<file path="src/rtl/ocs_pkg.sv">
package ocs_pkg;

    // ------------------------------------------------------------
    // clock source modes held in first_config_word
    // ------------------------------------------------------------
    typedef enum logic [2:0] {
        low_power_crystal_mode         = 3'h0,
        medium_gain_crystal_mode       = 3'h1,
        high_gain_crystal_mode         = 3'h2,
        ext_logic_clock_mode           = 3'h3,
        internal_osc_pin_io_mode       = 3'h4,
        internal_osc_clkout_mode       = 3'h5,
        resistor_capacitor_pin_io_mode = 3'h6,
        resistor_capacitor_clkout_mode = 3'h7
    } ocs_mode_t;

    typedef struct packed {
        ocs_mode_t clock_mode_cfg;
        logic      two_speed_en;
        logic      fail_mon_en;
    } ocs_cfg_t;

    // ------------------------------------------------------------
    // register map
    // ------------------------------------------------------------
    localparam logic [11:0] ADDR_OSC_CONTROL = 12'h000;
    localparam logic [11:0] ADDR_OSC_STATUS  = 12'h004;
    localparam int          CTRL_SEL_BIT     = 0;
    localparam int          CTRL_SLOW_OK_BIT = 1;
    localparam int          CTRL_FAST_OK_BIT = 2;
    localparam int          CTRL_CFG_RUN_BIT = 3;
    localparam int          CTRL_IRF_LSB     = 4;
    localparam int          STAT_FAIL_BIT    = 0;
    localparam int          STAT_OST_BIT     = 1;
    localparam int          STAT_TWO_BIT     = 2;
    localparam int          STAT_MON_BIT     = 3;
    localparam int          STAT_MODE_LSB    = 4;
    localparam logic [2:0]  IRF_RESET        = 3'h6;
    localparam logic        SEL_RESET        = 1'b0;
    localparam logic [1:0]  RESP_OKAY        = 2'h0;
    localparam logic [1:0]  RESP_SLVERR      = 2'h2;

    // ------------------------------------------------------------
    // timing
    // ------------------------------------------------------------
    localparam int          CLK_KHZ          = 250000;
    localparam int          CLK_PERIOD_NS    = 4;
    localparam int          FAST_OSC_KHZ     = 8000;
    localparam int          SLOW_OSC_KHZ     = 31;
    localparam int          FAST_OSC_DIV     = CLK_KHZ / FAST_OSC_KHZ;
    localparam int          SLOW_OSC_DIV     = CLK_KHZ / SLOW_OSC_KHZ;
    localparam int          FAST_WARM_NS     = 2000;
    localparam int          FAST_WARM_CYC    = (FAST_WARM_NS + CLK_PERIOD_NS - 1) / CLK_PERIOD_NS;
    localparam int          FAIL_TIME_US     = 100;
    localparam int          FAIL_CYC         = FAIL_TIME_US * 1000 / CLK_PERIOD_NS;
    localparam logic [10:0] OST_COUNT        = 11'h400;

endpackage : ocs_pkg

</file>
<file path="src/rtl/ocs_osc_select.sv">
// Added by the designer: register access over AXI4-Lite and the register offsets.
`timescale 1ns/1ns
module ocs_osc_select #(
    parameter int unsigned SLOW_DIV    = ocs_pkg::SLOW_OSC_DIV,
    parameter int unsigned FAIL_CYCLES = ocs_pkg::FAIL_CYC
) (
    // clock and reset
    input  wire logic             aclk,
    input  wire logic             aresetn,
    // configuration straps
    input  wire ocs_pkg::ocs_cfg_t first_config_word,
    // oscillator pins
    input  wire logic             osc_in_i,
    output logic                  osc_in_o,
    output logic                  osc_in_oe,
    input  wire logic             osc_out_i,
    output logic                  osc_out_o,
    output logic                  osc_out_oe,
    // general purpose use of the pins
    input  wire logic [1:0]       gpio_out,
    input  wire logic [1:0]       gpio_oe,
    output logic      [1:0]       gpio_in,
    // clock fabric
    output logic                  sys_clk_tick,
    output logic      [1:0]       xtal_gain,
    // axi4-lite write
    input  wire logic             awvalid,
    output logic                  awready,
    input  wire logic [11:0]      awaddr,
    input  wire logic             wvalid,
    output logic                  wready,
    input  wire logic [31:0]      wdata,
    input  wire logic [3:0]       wstrb,
    output logic                  bvalid,
    input  wire logic             bready,
    output logic      [1:0]       bresp,
    // axi4-lite read
    input  wire logic             arvalid,
    output logic                  arready,
    input  wire logic [11:0]      araddr,
    output logic                  rvalid,
    input  wire logic             rready,
    output logic      [31:0]      rdata,
    output logic      [1:0]       rresp
);

    // ------------------------------------------------------------
    // state
    // ------------------------------------------------------------
    typedef struct packed {
        ocs_pkg::ocs_cfg_t cfg;
        logic [1:0]        pin_s1;
        logic [1:0]        pin_s2;
        logic              in_s3;
        logic [10:0]       ost_cnt;
        logic              ost_done;
        logic [9:0]        warm_cnt;
        logic              fast_ok;
        logic              slow_ok;
        logic [15:0]       fail_cnt;
        logic              fail_flag;
        logic [2:0]        irf;
        logic              clk_sel;
        logic              cfg_run;
        logic [6:0]        post_cnt;
        logic [1:0]        div_cnt;
        logic              sys_tick;
        logic              in_o;
        logic              in_oe;
        logic              out_o;
        logic              out_oe;
        logic [1:0]        gain;
        logic              awready;
        logic              wready;
        logic              aw_got;
        logic              w_got;
        logic [11:0]       aw_addr;
        logic [7:0]        wbyte;
        logic              wstrb0;
        logic              bvalid;
        logic [1:0]        bresp;
        logic              arready;
        logic              rvalid;
        logic [1:0]        rresp;
        logic [7:0]        rbyte;
    } ocs_state_t;

    ocs_state_t st;
    ocs_state_t next_st;

    logic fast_tick;
    logic slow_tick;
    logic xtal;
    logic ext;
    logic ext_edge;
    logic use_ext;
    logic hold;
    logic int_tick;
    logic mon_on;
    logic fail_evt;
    logic wr_go;
    logic fail_clr;
    logic [6:0] mask;
    ocs_pkg::ocs_mode_t mode;

    // ------------------------------------------------------------
    // internal oscillators
    // ------------------------------------------------------------
    ocs_tick_div #(.DIV(ocs_pkg::FAST_OSC_DIV)) u_fast_osc (
        .aclk    (aclk),
        .aresetn (aresetn),
        .tick    (fast_tick)
    );

    ocs_tick_div #(.DIV(SLOW_DIV)) u_slow_osc (
        .aclk    (aclk),
        .aresetn (aresetn),
        .tick    (slow_tick)
    );

    function automatic logic [6:0] post_mask(input logic [2:0] sel);
        logic [6:0] m;
        m = 7'h00;
        unique case (sel)
            3'h7: m = 7'h00;
            3'h6: m = 7'h01;
            3'h5: m = 7'h03;
            3'h4: m = 7'h07;
            3'h3: m = 7'h0F;
            3'h2: m = 7'h1F;
            3'h1: m = 7'h3F;
            3'h0: m = 7'h00;
        endcase
        return m;
    endfunction : post_mask

    // ------------------------------------------------------------
    // next state
    // ------------------------------------------------------------
    always_comb begin
        next_st  = st;
        mode     = st.cfg.clock_mode_cfg;
        xtal     = (mode == ocs_pkg::low_power_crystal_mode) ||
                   (mode == ocs_pkg::medium_gain_crystal_mode) ||
                   (mode == ocs_pkg::high_gain_crystal_mode);
        ext      = xtal || (mode == ocs_pkg::ext_logic_clock_mode) ||
                   (mode == ocs_pkg::resistor_capacitor_pin_io_mode) ||
                   (mode == ocs_pkg::resistor_capacitor_clkout_mode);
        ext_edge = st.pin_s2[0] & ~st.in_s3;
        wr_go    = st.aw_got && st.w_got && !st.bvalid;
        fail_clr = wr_go && st.wstrb0 && (st.aw_addr == ocs_pkg::ADDR_OSC_STATUS) &&
                   st.wbyte[ocs_pkg::STAT_FAIL_BIT];

        // pin synchronisers
        next_st.pin_s1 = {osc_out_i, osc_in_i};
        next_st.pin_s2 = st.pin_s1;
        next_st.in_s3  = st.pin_s2[0];

        // start-up timer counts pin oscillations in crystal modes
        if (xtal && !st.ost_done && ext_edge && (st.ost_cnt != ocs_pkg::OST_COUNT)) begin
            next_st.ost_cnt = st.ost_cnt + 11'h001;
        end
        if (!xtal || (st.ost_cnt == ocs_pkg::OST_COUNT)) begin
            next_st.ost_done = 1'b1;
        end

        // stability flags
        if (!st.fast_ok) begin
            next_st.warm_cnt = st.warm_cnt + 10'h001;
            if (st.warm_cnt == 10'(ocs_pkg::FAST_WARM_CYC - 1)) begin
                next_st.fast_ok = 1'b1;
            end
        end
        if (slow_tick) begin
            next_st.slow_ok = 1'b1;
        end

        // fail-safe watch on external edges
        mon_on = st.cfg.fail_mon_en && ext && st.ost_done && !st.clk_sel;
        if (ext_edge || !mon_on) begin
            next_st.fail_cnt = 16'h0000;
        end else if (st.fail_cnt != 16'(FAIL_CYCLES)) begin
            next_st.fail_cnt = st.fail_cnt + 16'h0001;
        end
        fail_evt = mon_on && (st.fail_cnt == 16'(FAIL_CYCLES));
        next_st.fail_flag = (st.fail_flag && !fail_clr) || fail_evt;

        // clock source choice
        use_ext = ext && !st.clk_sel && st.ost_done && !st.fail_flag;
        hold    = xtal && !st.ost_done && !st.clk_sel &&
                  !st.cfg.two_speed_en && !st.cfg.fail_mon_en;
        mask    = post_mask(st.irf);
        if (fast_tick) begin
            next_st.post_cnt = st.post_cnt + 7'h01;
        end
        if (st.irf == 3'h0) begin
            int_tick = slow_tick;
        end else begin
            int_tick = fast_tick && ((st.post_cnt & mask) == mask);
        end
        next_st.sys_tick = use_ext ? ext_edge : (!hold && int_tick);
        next_st.cfg_run  = use_ext;
        if (st.sys_tick) begin
            next_st.div_cnt = st.div_cnt + 2'h1;
        end

        // pin usage per mode
        next_st.in_o   = gpio_out[0];
        next_st.in_oe  = gpio_oe[0];
        next_st.out_o  = gpio_out[1];
        next_st.out_oe = gpio_oe[1];
        next_st.gain   = 2'h0;
        unique case (mode)
            ocs_pkg::low_power_crystal_mode,
            ocs_pkg::medium_gain_crystal_mode,
            ocs_pkg::high_gain_crystal_mode: begin
                next_st.in_oe  = 1'b0;
                next_st.out_o  = ~st.pin_s2[0];
                next_st.out_oe = 1'b1;
                next_st.gain   = 2'(mode) + 2'h1;
            end
            ocs_pkg::ext_logic_clock_mode,
            ocs_pkg::resistor_capacitor_pin_io_mode: begin
                next_st.in_oe = 1'b0;
            end
            ocs_pkg::resistor_capacitor_clkout_mode: begin
                next_st.in_oe  = 1'b0;
                next_st.out_o  = st.div_cnt[1];
                next_st.out_oe = 1'b1;
            end
            ocs_pkg::internal_osc_clkout_mode: begin
                next_st.out_o  = st.div_cnt[1];
                next_st.out_oe = 1'b1;
            end
            ocs_pkg::internal_osc_pin_io_mode: begin
                next_st.in_oe = gpio_oe[0];
            end
        endcase

        // write channel
        if (awvalid && st.awready) begin
            next_st.aw_addr = awaddr;
            next_st.aw_got  = 1'b1;
            next_st.awready = 1'b0;
        end
        if (wvalid && st.wready) begin
            next_st.wbyte  = wdata[7:0];
            next_st.wstrb0 = wstrb[0];
            next_st.w_got  = 1'b1;
            next_st.wready = 1'b0;
        end
        if (wr_go) begin
            next_st.bvalid = 1'b1;
            next_st.bresp  = ocs_pkg::RESP_OKAY;
            if (st.aw_addr == ocs_pkg::ADDR_OSC_CONTROL) begin
                if (st.wstrb0) begin
                    next_st.irf = st.wbyte[ocs_pkg::CTRL_IRF_LSB +: 3];
                    next_st.clk_sel = st.wbyte[ocs_pkg::CTRL_SEL_BIT];
                end
            end else if (st.aw_addr != ocs_pkg::ADDR_OSC_STATUS) begin
                next_st.bresp = ocs_pkg::RESP_SLVERR;
            end
        end
        if (st.bvalid && bready) begin
            next_st.bvalid  = 1'b0;
            next_st.aw_got  = 1'b0;
            next_st.w_got   = 1'b0;
            next_st.awready = 1'b1;
            next_st.wready  = 1'b1;
        end

        // read channel
        if (arvalid && st.arready) begin
            next_st.arready = 1'b0;
            next_st.rvalid  = 1'b1;
            next_st.rresp   = ocs_pkg::RESP_OKAY;
            next_st.rbyte   = 8'h00;
            if (araddr == ocs_pkg::ADDR_OSC_CONTROL) begin
                next_st.rbyte = {1'b0, st.irf, st.cfg_run, st.fast_ok, st.slow_ok,
                                 st.clk_sel};
            end else if (araddr == ocs_pkg::ADDR_OSC_STATUS) begin
                next_st.rbyte = {1'b0, 3'(st.cfg.clock_mode_cfg), st.cfg.fail_mon_en,
                                 st.cfg.two_speed_en, st.ost_done, st.fail_flag};
            end else begin
                next_st.rresp = ocs_pkg::RESP_SLVERR;
            end
        end
        if (st.rvalid && rready) begin
            next_st.rvalid  = 1'b0;
            next_st.arready = 1'b1;
        end
    end

    // ------------------------------------------------------------
    // registers
    // ------------------------------------------------------------
    always_ff @(posedge aclk) begin
        if (!aresetn) begin
            st         <= '0;
            st.cfg     <= first_config_word;
            st.irf     <= ocs_pkg::IRF_RESET;
            st.clk_sel <= ocs_pkg::SEL_RESET;
            st.awready <= 1'b1;
            st.wready  <= 1'b1;
            st.arready <= 1'b1;
        end else begin
            st <= next_st;
        end
    end

    // ------------------------------------------------------------
    // outputs
    // ------------------------------------------------------------
    assign osc_in_o     = st.in_o;
    assign osc_in_oe    = st.in_oe;
    assign osc_out_o    = st.out_o;
    assign osc_out_oe   = st.out_oe;
    assign gpio_in      = st.pin_s2;
    assign sys_clk_tick = st.sys_tick;
    assign xtal_gain    = st.gain;
    assign awready      = st.awready;
    assign wready       = st.wready;
    assign bvalid       = st.bvalid;
    assign bresp        = st.bresp;
    assign arready      = st.arready;
    assign rvalid       = st.rvalid;
    assign rresp        = st.rresp;
    assign rdata        = {24'h000000, st.rbyte};
endmodule : ocs_osc_select

</file>
<file path="src/rtl/ocs_tick_div.sv">
`timescale 1ns/1ns
module ocs_tick_div #(
    parameter int unsigned DIV = 31
) (
    // clock and reset
    input  wire logic aclk,
    input  wire logic aresetn,
    // one pulse every DIV cycles
    output logic      tick
);

    typedef struct packed {
        logic [13:0] cnt;
        logic        tick;
    } ocs_div_state_t;

    ocs_div_state_t st;
    ocs_div_state_t next_st;

    always_comb begin
        next_st = st;
        next_st.tick = 1'b0;
        if (st.cnt == 14'(DIV - 1)) begin
            next_st.cnt  = 14'h0000;
            next_st.tick = 1'b1;
        end else begin
            next_st.cnt = st.cnt + 14'h0001;
        end
    end

    always_ff @(posedge aclk) begin
        if (!aresetn) begin
            st <= '0;
        end else begin
            st <= next_st;
        end
    end

    assign tick = st.tick;

endmodule : ocs_tick_div

</file>
<file path="config.mk">
export PLATFORM = sky130hd
export DESIGN_NAME = ocs_osc_select
export DESIGN_NICKNAME = d
export VERILOG_FILES = /design/src/rtl/ocs_pkg.sv /design/src/rtl/ocs_osc_select.sv /design/src/rtl/ocs_tick_div.sv
export SDC_FILE = /design/constraint.sdc
export NUM_CORES = 1
export LEC_CHECK = 0
export BUFFER_PORTS_ARGS = -buffer_cell sky130_fd_sc_hd__buf_4
export CORE_ASPECT_RATIO = 1.2
export CORE_MARGIN = 5
export CORE_UTILIZATION = 35
export CTS_CLUSTER_DIAMETER = 120
export DETAILED_ROUTE_END_ITERATION = 7
export PLACE_DENSITY = 0.59
export SLEW_MARGIN = 40
export SYNTH_ARGS = -nofsm -noshare
export SYNTH_HDL_FRONTEND = slang
export SYNTH_SLANG_ARGS = --single-unit
</file>
<file path="constraint.sdc">
create_clock -name aclk -period 2.9 [get_ports aclk]
set_clock_uncertainty 0.1 [all_clocks]
set_input_delay 0.58 -clock aclk [delete_from_list [all_inputs] [get_ports aclk]]
set_output_delay 0.58 -clock aclk [all_outputs]
set_load 0.02 [all_outputs]
</file>
Word-level counts from Yosys, hierarchy flattened. Memory sizes are Yosys's and may differ from the RTL's. A register that Yosys moved wholly into a read port is not among the register bits. Cells that the tools add are included.

Register bits: 141. Bits in read-only memories: 48. Bits of input ports: 78. Output and inout bits: 50. Word-level logic and storage cells: 145. Memories: 1.

Add/sub/neg operators: 8. Equal/unequal tests: 17. Mux-type cells: 15. Bitwise operators: 5. Reduce and logical (&&, ||, !) cells: 58.

Memory list: (name not given) (words 8, width 6, read ports 1, clocked after memory_dff 1, write ports 0, line ocs_osc_select.sv:124) `unique case (sel)`.

Operators with widths (count): $add 14x1->14 const B (2); $logic_and 1x1->1 (26); $eq 12x3->1 const B (2); $logic_not 12->1 (2); $add 16x1->16 const B (1); $eq 16x15->1 const B (1); $ne 16x15->1 const B (1); $eq 14x13->1 const B (1); $eq 14x5->1 const B (1); $mux 7 (2); $ne 12x3->1 const B (1); $reduce_or 2->1 (6); $add 11x1->11 const B (1); $eq 11x11->1 const B (1); $ne 11x11->1 const B (1); $add 10x1->10 const B (1); $eq 10x9->1 const B (1); $logic_not 1->1 (10); $eq 3x3->1 const B (3); $logic_or 1x1->1 (8); $mux 2 (4); $add 7x1->7 const B (1); $and 7x7->7 (1); $eq 7x7->1 (1); other kinds (13) (24).

Logic depth before layout (Yosys ltp). Gate-level depths: netlist of run 1.

Depth in word-level cells: 12. Gate-level depth with buffers: 9. Mapped depth without buffers: 8.

Hierarchy. Synthesis of run 1 repeated with hierarchy kept, for this count alone.

Cell total of the unflattened synthesis: 689. Area, all modules: 6212.2 um^2.

By module, submodules not included: ocs_osc_select (instances 1, cells each 541, area each 4874.7 um^2, sequential area each 2252.2 um^2); ocs_tick_div (u_fast_osc) (instances 1, cells each 72, area each 683.2 um^2, sequential area each 300.3 um^2); ocs_tick_div (u_slow_osc) (instances 1, cells each 76, area each 654.4 um^2, sequential area each 300.3 um^2).

Worst setup path before layout of run 1. Ideal clock, no wire load.

Path type: input to register. Start point: in aresetn. End point: reg mask[0] (netlist name). Setup time: 0.072 ns. Arrival time: 1.979 ns. Required time: 2.728 ns. Slack: 0.750 ns. Cell stages on the path: 7. Path buffers: 3. Cells stage by stage: clkbuf_1 inv_2 clkbuf_1 clkbuf_1 nor2_1 ha_1 mux2i_1.

Longest elaborated chain between the ends: 1.

RTL lines: start: declaration (line ocs_osc_select.sv:9) `input wire logic aresetn,`; $mux 3 (no line).

No other way between the ends. A chain may end at the register's enable or synchronous reset.

Final worst setup path of run 1.
Start point: reg st (netlist bit mode[0]). End point: reg st[99] (netlist bit).

Longest elaborated chain between the ends: 6. Elaborated cells on any way between the ends: 8. Classes of those cells: 2 x eq/ne; 6 x reduce/logical.

RTL lines: start: declaration (line ocs_osc_select.sv:88) `ocs_state_t st;`; start signal: assignment (line ocs_osc_select.sv:307) `st <= next_st;`; $eq 3x1->1 or $logic_not 3->1 (tied branches) (line ocs_osc_select.sv:144, ocs_osc_select.sv:143); $logic_or 1x1->1 (line ocs_osc_select.sv:143) `xtal = (mode == ocs_pkg::low_power_crystal_mode) ||`; $logic_or 1x1->1 (*) (line ocs_osc_select.sv:144) `(mode == ocs_pkg::medium_gain_crystal_mode) ||`; $logic_and 1x1->1 (*) (3 in series) (line ocs_osc_select.sv:160) `if (xtal && !st.ost_done && ext_edge && (st.ost_cnt != ocs_pkg::OST_COUNT)) begin`.

Every way passes the cells marked *; elsewhere a longest branch is shown, timed or not.

==> reports/summary.txt, run 1 <==
Dpl cells - 939
CP cell instances - inv_1, ha_1, nor3_1, nor4_1, nand4_1, xor2_1, nor2_1
Startpoint types - flop
Endpoints failing hold - 0
RSZ-0062 raised after global routing - false
Synth area leaders - dfxtp_1 45%, nor2_1 6.6%, xor2_1 5.3%
WP data arrival - 2410 ps
Sequential fraction of the synthesis area - 47.0%
Global route total overflow - 0
Starting density of the core - 35.7%
Fmax - 453 MHz
CTS HTree Levels - 4
Psw - 959 uW
Clk sinks - 140
# Post-CTS Setup Buffers - 0
Asr flop ratio synth - 0%
Transition time at the pin with the least slew margin - 674 ps
Max-slew violations - 0
Critical path's slowest cell - nor3_1
Total CTS buffers - 17
# resized after CTS - 0
IO Port Bufs - 69
R2R Setup Slk - 690 ps
WL/cell - 11.9 um
Setup-failing EPs final - 0
Setup ws final - 692 ps
Sw Ratio - 21.6%
Tmin final - 2210 ps
DRT iter0 DRCs - 176
Gr usage total - 11.8%
Die Area - 0.0201 mm^2
Final Cell Area - 0.00719 mm^2
Yosys warnings - 0
Crit-path max cell delay - 580 ps
Worst-path clk slew - 60 ps
Area Overhead vs Synth - 18.6%
Vias after detailed routing - 4526
Hold-fix buffers, CTS - 0
HPWL after detailed placement - 8420 um
Setup total negative slack - 0 ps
Combinational group share of total power - 6.3%
Post-Layout Cell Count - 971
Register share of total power - 45.7%
Die Y - 154 um
Yosys reg bits - 140
Rows - 52
Mapped Cells - 684
Relative slew slack - 54.7%
CTS root buffer - clkbuf_16
I/O pins - 128
Total power - 4450 uW
Area leader, netlist - dfxtp_1
Placed inst area - 0.00661 mm^2
Net count, final - 836
Antenna Nets Post-Route - 0
Worst skew pair latency - 420 ps
Avg Vias per Cell - 4.66
Core Box Area - 0.0170 mm^2
Outcome - completed
Synth top cells by count - 135 x dfxtp_1, 106 x nor2_1, 61 x nand2_1
Worst IR Drop VDD - 0.385 mV
Final period utilization - 76.1%
Initial antenna violation count - 0
Area of the multi-input gates - 0.00284 mm^2
Final wirelength - 11600 um
Number of synthesized flops with an enable pin - 5
Global-route wire length before repair - 19100 um
Diode count - 0
CTS max path bufs - 2
Mapped Area - 0.00606 mm^2
Drt drc - 0
Most numerous cell in the Yosys netlist - dfxtp_1
Clk pwr share - 48.0%
Critical Path RT - 3100 ps
Layout filler cell count - 1680
Leak - 0.00286 uW
Largest net degree at the start of global routing - 31
Max FO, Critical Path - 7
CTS tree - built
HP Class - in -> reg
Share of the synthesized area in the top cell type - 44.6%
Vias in the first global route - 4175
Syn Area/Cell - 8.87 um^2
Die width - 130 um
Unique masters post-synth - 52
Pre-CTS WS - 675 ps
First-pass iteration count of the detailed router - 4
Placer congestion estimate - 0.797
Pint - 3490 uW
PwrDens - 619 mW/mm^2
Register area - 0.00285 mm^2
Predominant post-synthesis flop cell - dfxtp_1
Max-cap violations - 0
CP endpoint kind - flop
Share of cells above drive strength 1 - 14.7%
Kind of critical path - reg -> reg
==> routing by layer <==
layer | global-route usage [%] | part of all wire [%] | up-vias
met1 | 13.9 | 44 | 2083
li1 | - | - | 2353
met2 | 19.9 | 49 | 74
met3 | 3.17 | 5.1 | 16
met4 | 5.30 | 2.0 | 0
met5 | 0 | 0 | -
==> kinds of logic after synthesis <==
logic type | synth area share [%]
buf+inv | 7.80
mux | 3.07
fa+ha+maj | 3.30
other cells | 0.0618
flops | 47.0
xor+xnor | 7.80
compound gates | 6.23
simple gates | 24.7
==> worst max-delay path, delay by kind of cell, from the launching register on <==
family / cells / cell delay (ps)
adders and majority gates: 1 / 220
xor gates and xnor gates: 1 / 160
DFF: 1 / 500
buffers and inverters: 1 / 110
and+or+nand+nor: 4 / 1020
==> cell type report <==
cell class | count | share of cell area (%)
multi-input combinational | 485 | 39.4
clock inverter | 9 | 1.64
tap | 216 | 3.76
timing repair buffer | 74 | 7.73
clock buffer | 23 | 6.51
inverter | 24 | 1.25
sequential | 140 | 39.7
==> power groups by stage <==
stage / Clock [uW] / Sequential [uW] / Combinational, uW
2_1_floorplan: 0 / 2070 / 202
3_3_place_gp: 0 / 2070 / 282
3_5_place_dp: 0 / 2070 / 286
4_1_cts: 2200 / 2030 / 287
5_1_grt: 2280 / 2040 / 316
6_report: 2130 / 2030 / 282
==> stage by stage <==
| step | utilization, % | hold WS (ps) |
|---|---|---|
| CTS | 42.3 | 214 |
| global route | 42.3 | 219 |
| finish | 42.3 | 238 |
| detailed placement | 38.9 | 324 |
| global placement | 38.9 | 314 |
| floorplan | - | 312 |
==> path summary, 6_finish.rpt <==
kind	start	cells past startpoint	to
setup / recovery	mode[0]$_DFFE_PN_	7	st[99]$_SDFFE_PN0P_
hold / removal	first_config_word[3]	1	mode[1]$_DFFE_PN_
setup reg to reg	mode[0]$_DFFE_PN_	7	st[99]$_SDFFE_PN0P_
hold reg to reg	next_st[104]$_SDFF_PN0_	1	gpio_in[1]$_SDFF_PN0_
==> placed cells by master (no fill, tap or decap), types with 2 or more instances in the layout <==
cell type	instances
a21oi_1	45
and2_1	10
and3_1	6
and3b_1	4
and4_1	4
buf_4	74
bufinv_16	3
clkbuf_1	4
clkbuf_16	17
clkbuf_8	2
clkinv_1	4
conb_1	27
dfxtp_1	135
edfxtp_1	5
ha_1	16
inv_1	23
mux2i_1	16
nand2_1	61
nand2b_1	5
nand3_1	32
nand4_1	18
nand4b_1	2
nor2_1	106
nor2b_1	6
nor3_1	10
nor4_1	10
nor4b_1	4
o21ai_0	15
or2_2	2
or3_1	11
xnor2_1	17
xor2_1	37
==> registers in the layout, summed over array words and instances (netlist names), 2 cells and up <==
name	count
mode	3
u_fast_osc.st	14
xtal_gain	2
rdata	7
u_slow_osc.st	14
next_st	4
mask	6
st	74
gpio_in	2
Power figures use the tool's default switching activity.
==> inputs of run 2 (changes only) <==
Settings changed: PLACE_DENSITY 0.59 to 0.61.
Clock period 2.9 ns to 1.8 ns, I/O delays scaled along.
==> run 2 against run 1 <==
Net effect: the run now ends with setup timing left; register-to-register slack lost 870 ps; wire length grew 8.3%; via count grew 3.6%; setup slack lost 870 ps; count of clock-buffer cells in the layout grew 1; sequential cell count is the same; sequential power grew 61%; global-route usage grew 0.62 points; clock power grew 69%; critical path type unchanged; largest cell class is now multi-input gates; largest power group unchanged.
==> reports/summary.txt, run 2 (synthesis results as in run 1) <==
Outcome - complete, but fails checks
Violated checks - setup timing
Crit-path max cell delay - 320 ps (-260 ps)
Max-slew violations - 0 (unchanged)
Drt drc - 0 (unchanged)
Rows - 52 (unchanged)
Leak - 0.00309 uW (+8.3%)
WP data arrival - 2190 ps (-220 ps)
Top delay family on crit path - simple AND/OR/NAND/NOR gates
Die Y - 154 um (unchanged)
HPWL after detailed placement - 8690 um (+3.1%)
Area of the multi-input gates - 0.00308 mm^2 (+8.6%)
Core Box Area - 0.0170 mm^2 (unchanged)
CTS tree - built
PwrDens - 958 mW/mm^2 (+55%)
Final period utilization - 110% (+34 points)
Layout filler cell count - 1630 (-3.0%)
Final Cell Area - 0.00778 mm^2 (+8.2%)
Diode count - 0 (unchanged)
CP Buf/Inv Count - 1 (unchanged)
WL/cell - 12.5 um (+4.6%)
Clk sinks - 140 (unchanged)
Biggest regs - st: 74 flops, u_fast_osc.st: 14 flops, u_slow_osc.st: 14 flops
CTS HTree Levels - 4 (unchanged)
Gr usage total - 12.4% (+0.62 points)
Global route total overflow - 0 (unchanged)
Pre-CTS WS - -241 ps (-916 ps)
Initial antenna violation count - 0 (unchanged)
Placed inst area - 0.00684 mm^2 (+3.6%)
Kind of critical path - reg -> reg
Met3 Usage GRT - 2.66% (-0.52 points)
Die width - 130 um (unchanged)
Setup-failing EPs final - 32 (+32)
Max reg flops - 74 (unchanged)
Fmax - 506 MHz (+12%)
Max FO, Critical Path - 4 (-3)
Die Area - 0.0201 mm^2 (unchanged)
Reg with most FFs - st
Worst skew pair latency - 410 ps (about the same)
CP cell instances - nor4_2, and4_4, and3b_2, mux2i_4, inv_2, ha_4, and2_4
Setup ws final - -178 ps (-870 ps)
Critical path's slowest cell - dfxtp_2
Register area - 0.00286 mm^2 (+0.13%)
Startpoint types - flop
Avg Vias per Cell - 4.66 (about the same)
Worst-path clk slew - 60 ps (about the same)
Starting density of the core - 35.7% (unchanged)
Endpoints failing hold - 0 (unchanged)
CP endpoint kind - flop
Final wirelength - 12600 um (+8.3%)
Tmin final - 1980 ps (-230 ps)
I/O pins - 128 (unchanged)
IO Port Bufs - 69 (unchanged)
DRT iter0 DRCs - 234 (+33%)
Dpl cells - 967 (+3.0%)
Vias in the first global route - 4451 (+6.6%)
Area Overhead vs Synth - 28.3%
Global-route wire length before repair - 20500 um (+7.3%)
First-pass iteration count of the detailed router - 4 (unchanged)
Total CTS buffers - 17 (unchanged)
Routing usage on met2 - 20.8% (+0.90 points)
Most used routing layer - met2
CTS max path bufs - 2 (unchanged)
HP Class - in -> reg
Critical Path RT - 2010 ps (-1090 ps)
Met1 usage - 15.3% (+1.4 points)
Most frequent cells in the layout - 132 x dfxtp_1, 101 x buf_4, 94 x nor2_1
Vias after detailed routing - 4691 (+3.6%)
Commonest non-fill, non-tap cell in the layout - dfxtp_1
Final Util - 45.8% (+3.5 points)
CTS root buffer - clkbuf_16
Antenna Nets Post-Route - 0 (unchanged)
Post-Layout Cell Count - 1006 (+3.6%)
Worst IR Drop VDD - 0.674 mV (+75%)
Share of cells above drive strength 1 - 24.4% (+9.7 points)
RSZ-0062 raised after global routing - true
Net count, final - 872 (+4.3%)
Largest net degree at the start of global routing - 65 (+110%)
Max-cap violations - 0 (unchanged)
Placer congestion estimate - 0.827 (+3.7%)
==> run 2: cell types whose count changed in the layout (fill, tap and decap cells not counted), sizes merged <==
cell | previous run | this run
buf | 74 | 110
clkbuf | 23 | 24
clkinv | 5 | 4
clkinvlp | 1 | 0
==> run 2: final timing paths <==
kind / startpoint / to / slack, ps / cells past startpoint
worst max register to register: st[30]$_SDFFE_PN0P_ / mask[4]$_SDFF_PP0_ / -180 / 7
worst min-delay path: first_config_word[2] / mode[0]$_DFFE_PN_ / 30 / 1
worst max-delay path: st[30]$_SDFFE_PN0P_ / mask[4]$_SDFF_PP0_ / -180 / 7
worst min register to register: next_st[104]$_SDFF_PN0_ / gpio_in[1]$_SDFF_PN0_ / 330 / 1
==> run 2: power breakdown <==
group	leakage [uW]	switching [uW]	internal [uW]	total [uW]
logic	0.00164	318	275	594
clock network	0.000305	1230	2360	3590
registers	0.00115	66.9	3210	3270
total	0.00309	1620	5840	7450
==> run 2: routing by layer <==
layer | routed length [um] | vias to the layer above
li1 | - | 2420
met4 | 238 | 0
met3 | 552 | 17
met2 | 6200 | 84
met1 | 5570 | 2170
met5 | 0 | -
==> run 2: cell type report <==
class / count / area share (%)
clock buffers: 24 / 6.47
well taps: 216 / 3.47
flip-flops and latches: 140 / 36.7
clock inverters: 7 / 1.42
multi-input cells: 485 / 39.6
repair buffers: 110 / 11.2
inverters: 24 / 1.16
==> run 2: timing repair <==
action,in CTS,in global routing
hold buffers,0,0
setup endpoints to repair,28,33
buffers inserted,3,8
gates resized for setup,16,48
pin swaps,6,42
==> run 2: per-stage QoR <==
step / power, uW / hold WS (ps) / TNS [ps]
after floorplan: 3670 / 312 / -454
after global placement: 3840 / 315 / -1560
after detailed placement: 3850 / 322 / -2000
after CTS: 7470 / 8.34 / -597
after global routing: 7740 / 13.1 / -4630
final: 7450 / 26.4 / -1740
==> inputs of run 3 (changes only) <==
--- a/config.mk
+++ b/config.mk
@@ -14,2 +14,3 @@
 export PLACE_DENSITY = 0.61
+export RECOVER_POWER = 100
 export SLEW_MARGIN = 40
--- a/constraint.sdc
+++ b/constraint.sdc
@@ -4,2 +4,2 @@
 set_output_delay 0.36 -clock aclk [all_outputs]
-set_load 0.02 [all_outputs]
+set_load 0.05 [all_outputs]
==> run 3 against run 2 <==
Net effect: the flow still finishes with violations (setup timing); sequential power hardly changed; utilization is 0.85 points lower; critical path depth stayed put; via count is 0.28% higher; total power is 5.7% lower; count of clock-buffer cells in the layout is 1 higher; largest cell class unchanged; global-route usage is 0.20 points lower; sequential cell count stayed put; worst hold slack better by 17 ps.
==> reports/summary.txt, run 3 (synthesis results as in run 1) <==
Worst R2R Start - st[34]$_SDFFE_PN0P_
CTS HTree Levels - 4 (unchanged)
RSZ-0062 raised after global routing - true
Reg with most FFs - st
Layout filler cell count - 1690 (+3.7%)
Worst skew pair latency - 410 ps (about the same)
Tmin final - 1980 ps (+5.25 ps)
Dpl cells - 969 (+0.21%)
Total power - 7030 uW (-5.7%)
CTS root buffer - clkbuf_16
HPWL after detailed placement - 8740 um (+0.67%)
Register area - 0.00286 mm^2 (about the same)
First-pass iteration count of the detailed router - 7 (+3)
Setup-failing EPs final - 11 (-66%)
Die width - 130 um (unchanged)
WP data arrival - 2190 ps (about the same)
Post-Layout Cell Count - 1009 (+0.30%)
Diode count - 0 (unchanged)
Crit path capture - mask[4]$_SDFF_PP0_
Total CTS buffers - 17 (unchanged)
Gr usage total - 12.2% (-0.20 points)
Area of the multi-input gates - 0.00308 mm^2 (-0.20%)
PwrDens - 920 mW/mm^2 (-4.0%)
Share of cells above drive strength 1 - 24.0% (-0.47 points)
CTS max path bufs - 2 (unchanged)
HP Class - in -> reg
Endpoints failing hold - 0 (unchanged)
Global route total overflow - 0 (unchanged)
Final wirelength - 12200 um (-2.7%)
Max-cap violations - 0 (unchanged)
Area Overhead vs Synth - 25.9%
CTS tree - built
Worst-path clk slew - 60 ps (about the same)
Starting density of the core - 35.7% (unchanged)
WL/cell - 12.1 um (-3.0%)
Initial antenna violation count - 0 (unchanged)
Avg Vias per Cell - 4.66 (about the same)
Vias after detailed routing - 4704 (+0.28%)
Max reg flops - 74 (unchanged)
Rows - 52 (unchanged)
Kind of critical path - reg -> reg
Biggest regs - st: 74 flops, u_fast_osc.st: 14 flops, u_slow_osc.st: 14 flops
Violated checks - setup timing
Transition time at the pin with the least slew margin - 777 ps
Leak - 0.00303 uW (-2.1%)
Antenna Nets Post-Route - 0 (unchanged)
Number of cells on the worst reg-to-reg path - 7 (unchanged)
Placer congestion estimate - 0.780 (-5.6%)
Die Y - 154 um (unchanged)
R2R Setup Slk - -180 ps (about the same)
Vias in the first global route - 4497 (+1.0%)
Most frequent cells in the layout - 132 x dfxtp_1, 96 x nor2_1, 66 x buf_4
Net count, final - 875 (+0.34%)
Die Area - 0.0201 mm^2 (unchanged)
Outcome - complete, but fails checks
Critical Path RT - 2000 ps (about the same)
Worst r2r dst - mask[4]$_SDFF_PP0_
DRT iter0 DRCs - 154 (-34%)
Setup ws final - -183 ps (-5.25 ps)
Setup crit start - st[34]$_SDFFE_PN0P_
Global-route wire length before repair - 20100 um (-1.8%)
Final period utilization - 110% (+0.29 points)
Setup total negative slack - -1150 ps (+589 ps)
Max FO, Critical Path - 2 (-2)
Drt drc - 0 (unchanged)
IO Port Bufs - 69 (unchanged)
CP endpoint kind - flop
Max-slew violations - 0 (unchanged)
Hold-fix buffers, CTS - 0 (unchanged)
Largest net degree at the start of global routing - 33 (-49%)
Clk sinks - 140 (unchanged)
Relative slew slack - 48.2%
Startpoint types - flop
Fmax - 504 MHz (-0.27%)
Worst IR Drop VDD - 0.621 mV (-7.9%)
I/O pins - 128 (unchanged)
Commonest non-fill, non-tap cell in the layout - dfxtp_1
Core Box Area - 0.0170 mm^2 (unchanged)
## run 3: changes by cell type in the layout (fill, tap and decap cells not counted), sizes merged
cell / before / now
clkbuf: 24 / 62
buf: 110 / 76
bufinv: 3 / 0
clkinvlp: 0 / 2
## run 3: metrics by stage
| step | instance area, um^2 | hold WS, ps | utilization (%) | setup WS [ps] |
|---|---|---|---|---|
| final | 7640 | 43.0 | 45.0 | -183 |
| after detailed placement | 6860 | 318 | 40.4 | -247 |
| after CTS | 7510 | 5.75 | 44.2 | -169 |
| after global placement | 6860 | 314 | 40.4 | -248 |
| after floorplan | 6190 | 312 | - | -230 |
| after global routing | 7640 | 31.8 | 45.0 | -296 |
## run 3: what timing repair did
item | 4_1_cts | 5_1_grt
pin swaps | 7 | 16
cloned | 0 | 1
resized for setup | 23 | 45
buffers inserted | 4 | 5
setup endpoints to repair | 23 | 35
## run 3: final cells by class
type                            count  share of cell area (%)
Multi-Input combinational cell    485                    40.3
Sequential cell                   140                    37.4
Tap cell                          216                    3.54
Clock inverter                      6                   0.508
Clock buffer                       25                    6.36
Timing Repair Buffer              113                    10.7
Inverter                           24                    1.21
## run 3: critical path: stages, from the launching register on
cell and delay [ps]:
dfxtp_2 320, nor4_2 270, and4_4 260, and3b_2 210, mux2i_2 260, inv_2 100
ha_4 210, and2_4 140
## run 3: how the worst min path moves through the flow
| stage | cells after the start | start | endpoint |
|---|---|---|---|
| 2_1_floorplan | 1 | next_st[103]$_SDFF_PN0_ | gpio_in[0]$_SDFF_PN0_ |
| 3_3_place_gp | 1 | next_st[104]$_SDFF_PN0_ | gpio_in[1]$_SDFF_PN0_ |
| 3_5_place_dp | 1 | next_st[104]$_SDFF_PN0_ | gpio_in[1]$_SDFF_PN0_ |
| 4_1_cts | 1 | first_config_word[3] | mode[1]$_DFFE_PN_ |
| 5_1_grt | 1 | first_config_word[3] | mode[1]$_DFFE_PN_ |
| 6_report | 2 | awvalid | awready$_SDFFE_PP1P_ |
## run 3: power breakdown
group	switching, uW	total, uW	internal (uW)
registers	64.5	3270	3210
logic	432	674	242
clock network	1230	3080	1860
## run 3: layer usage
layer  vias to the layer above  share of wire, %  track usage (%)  routed length (um)
li1                       2435                 -                -                   -
met5                         -                 0                0                   0
met3                        19               5.0             2.69                 613
met2                        71                50             21.2                6120
met1                      2179                43             14.2                5240
met4                         0               2.0             5.50                 250
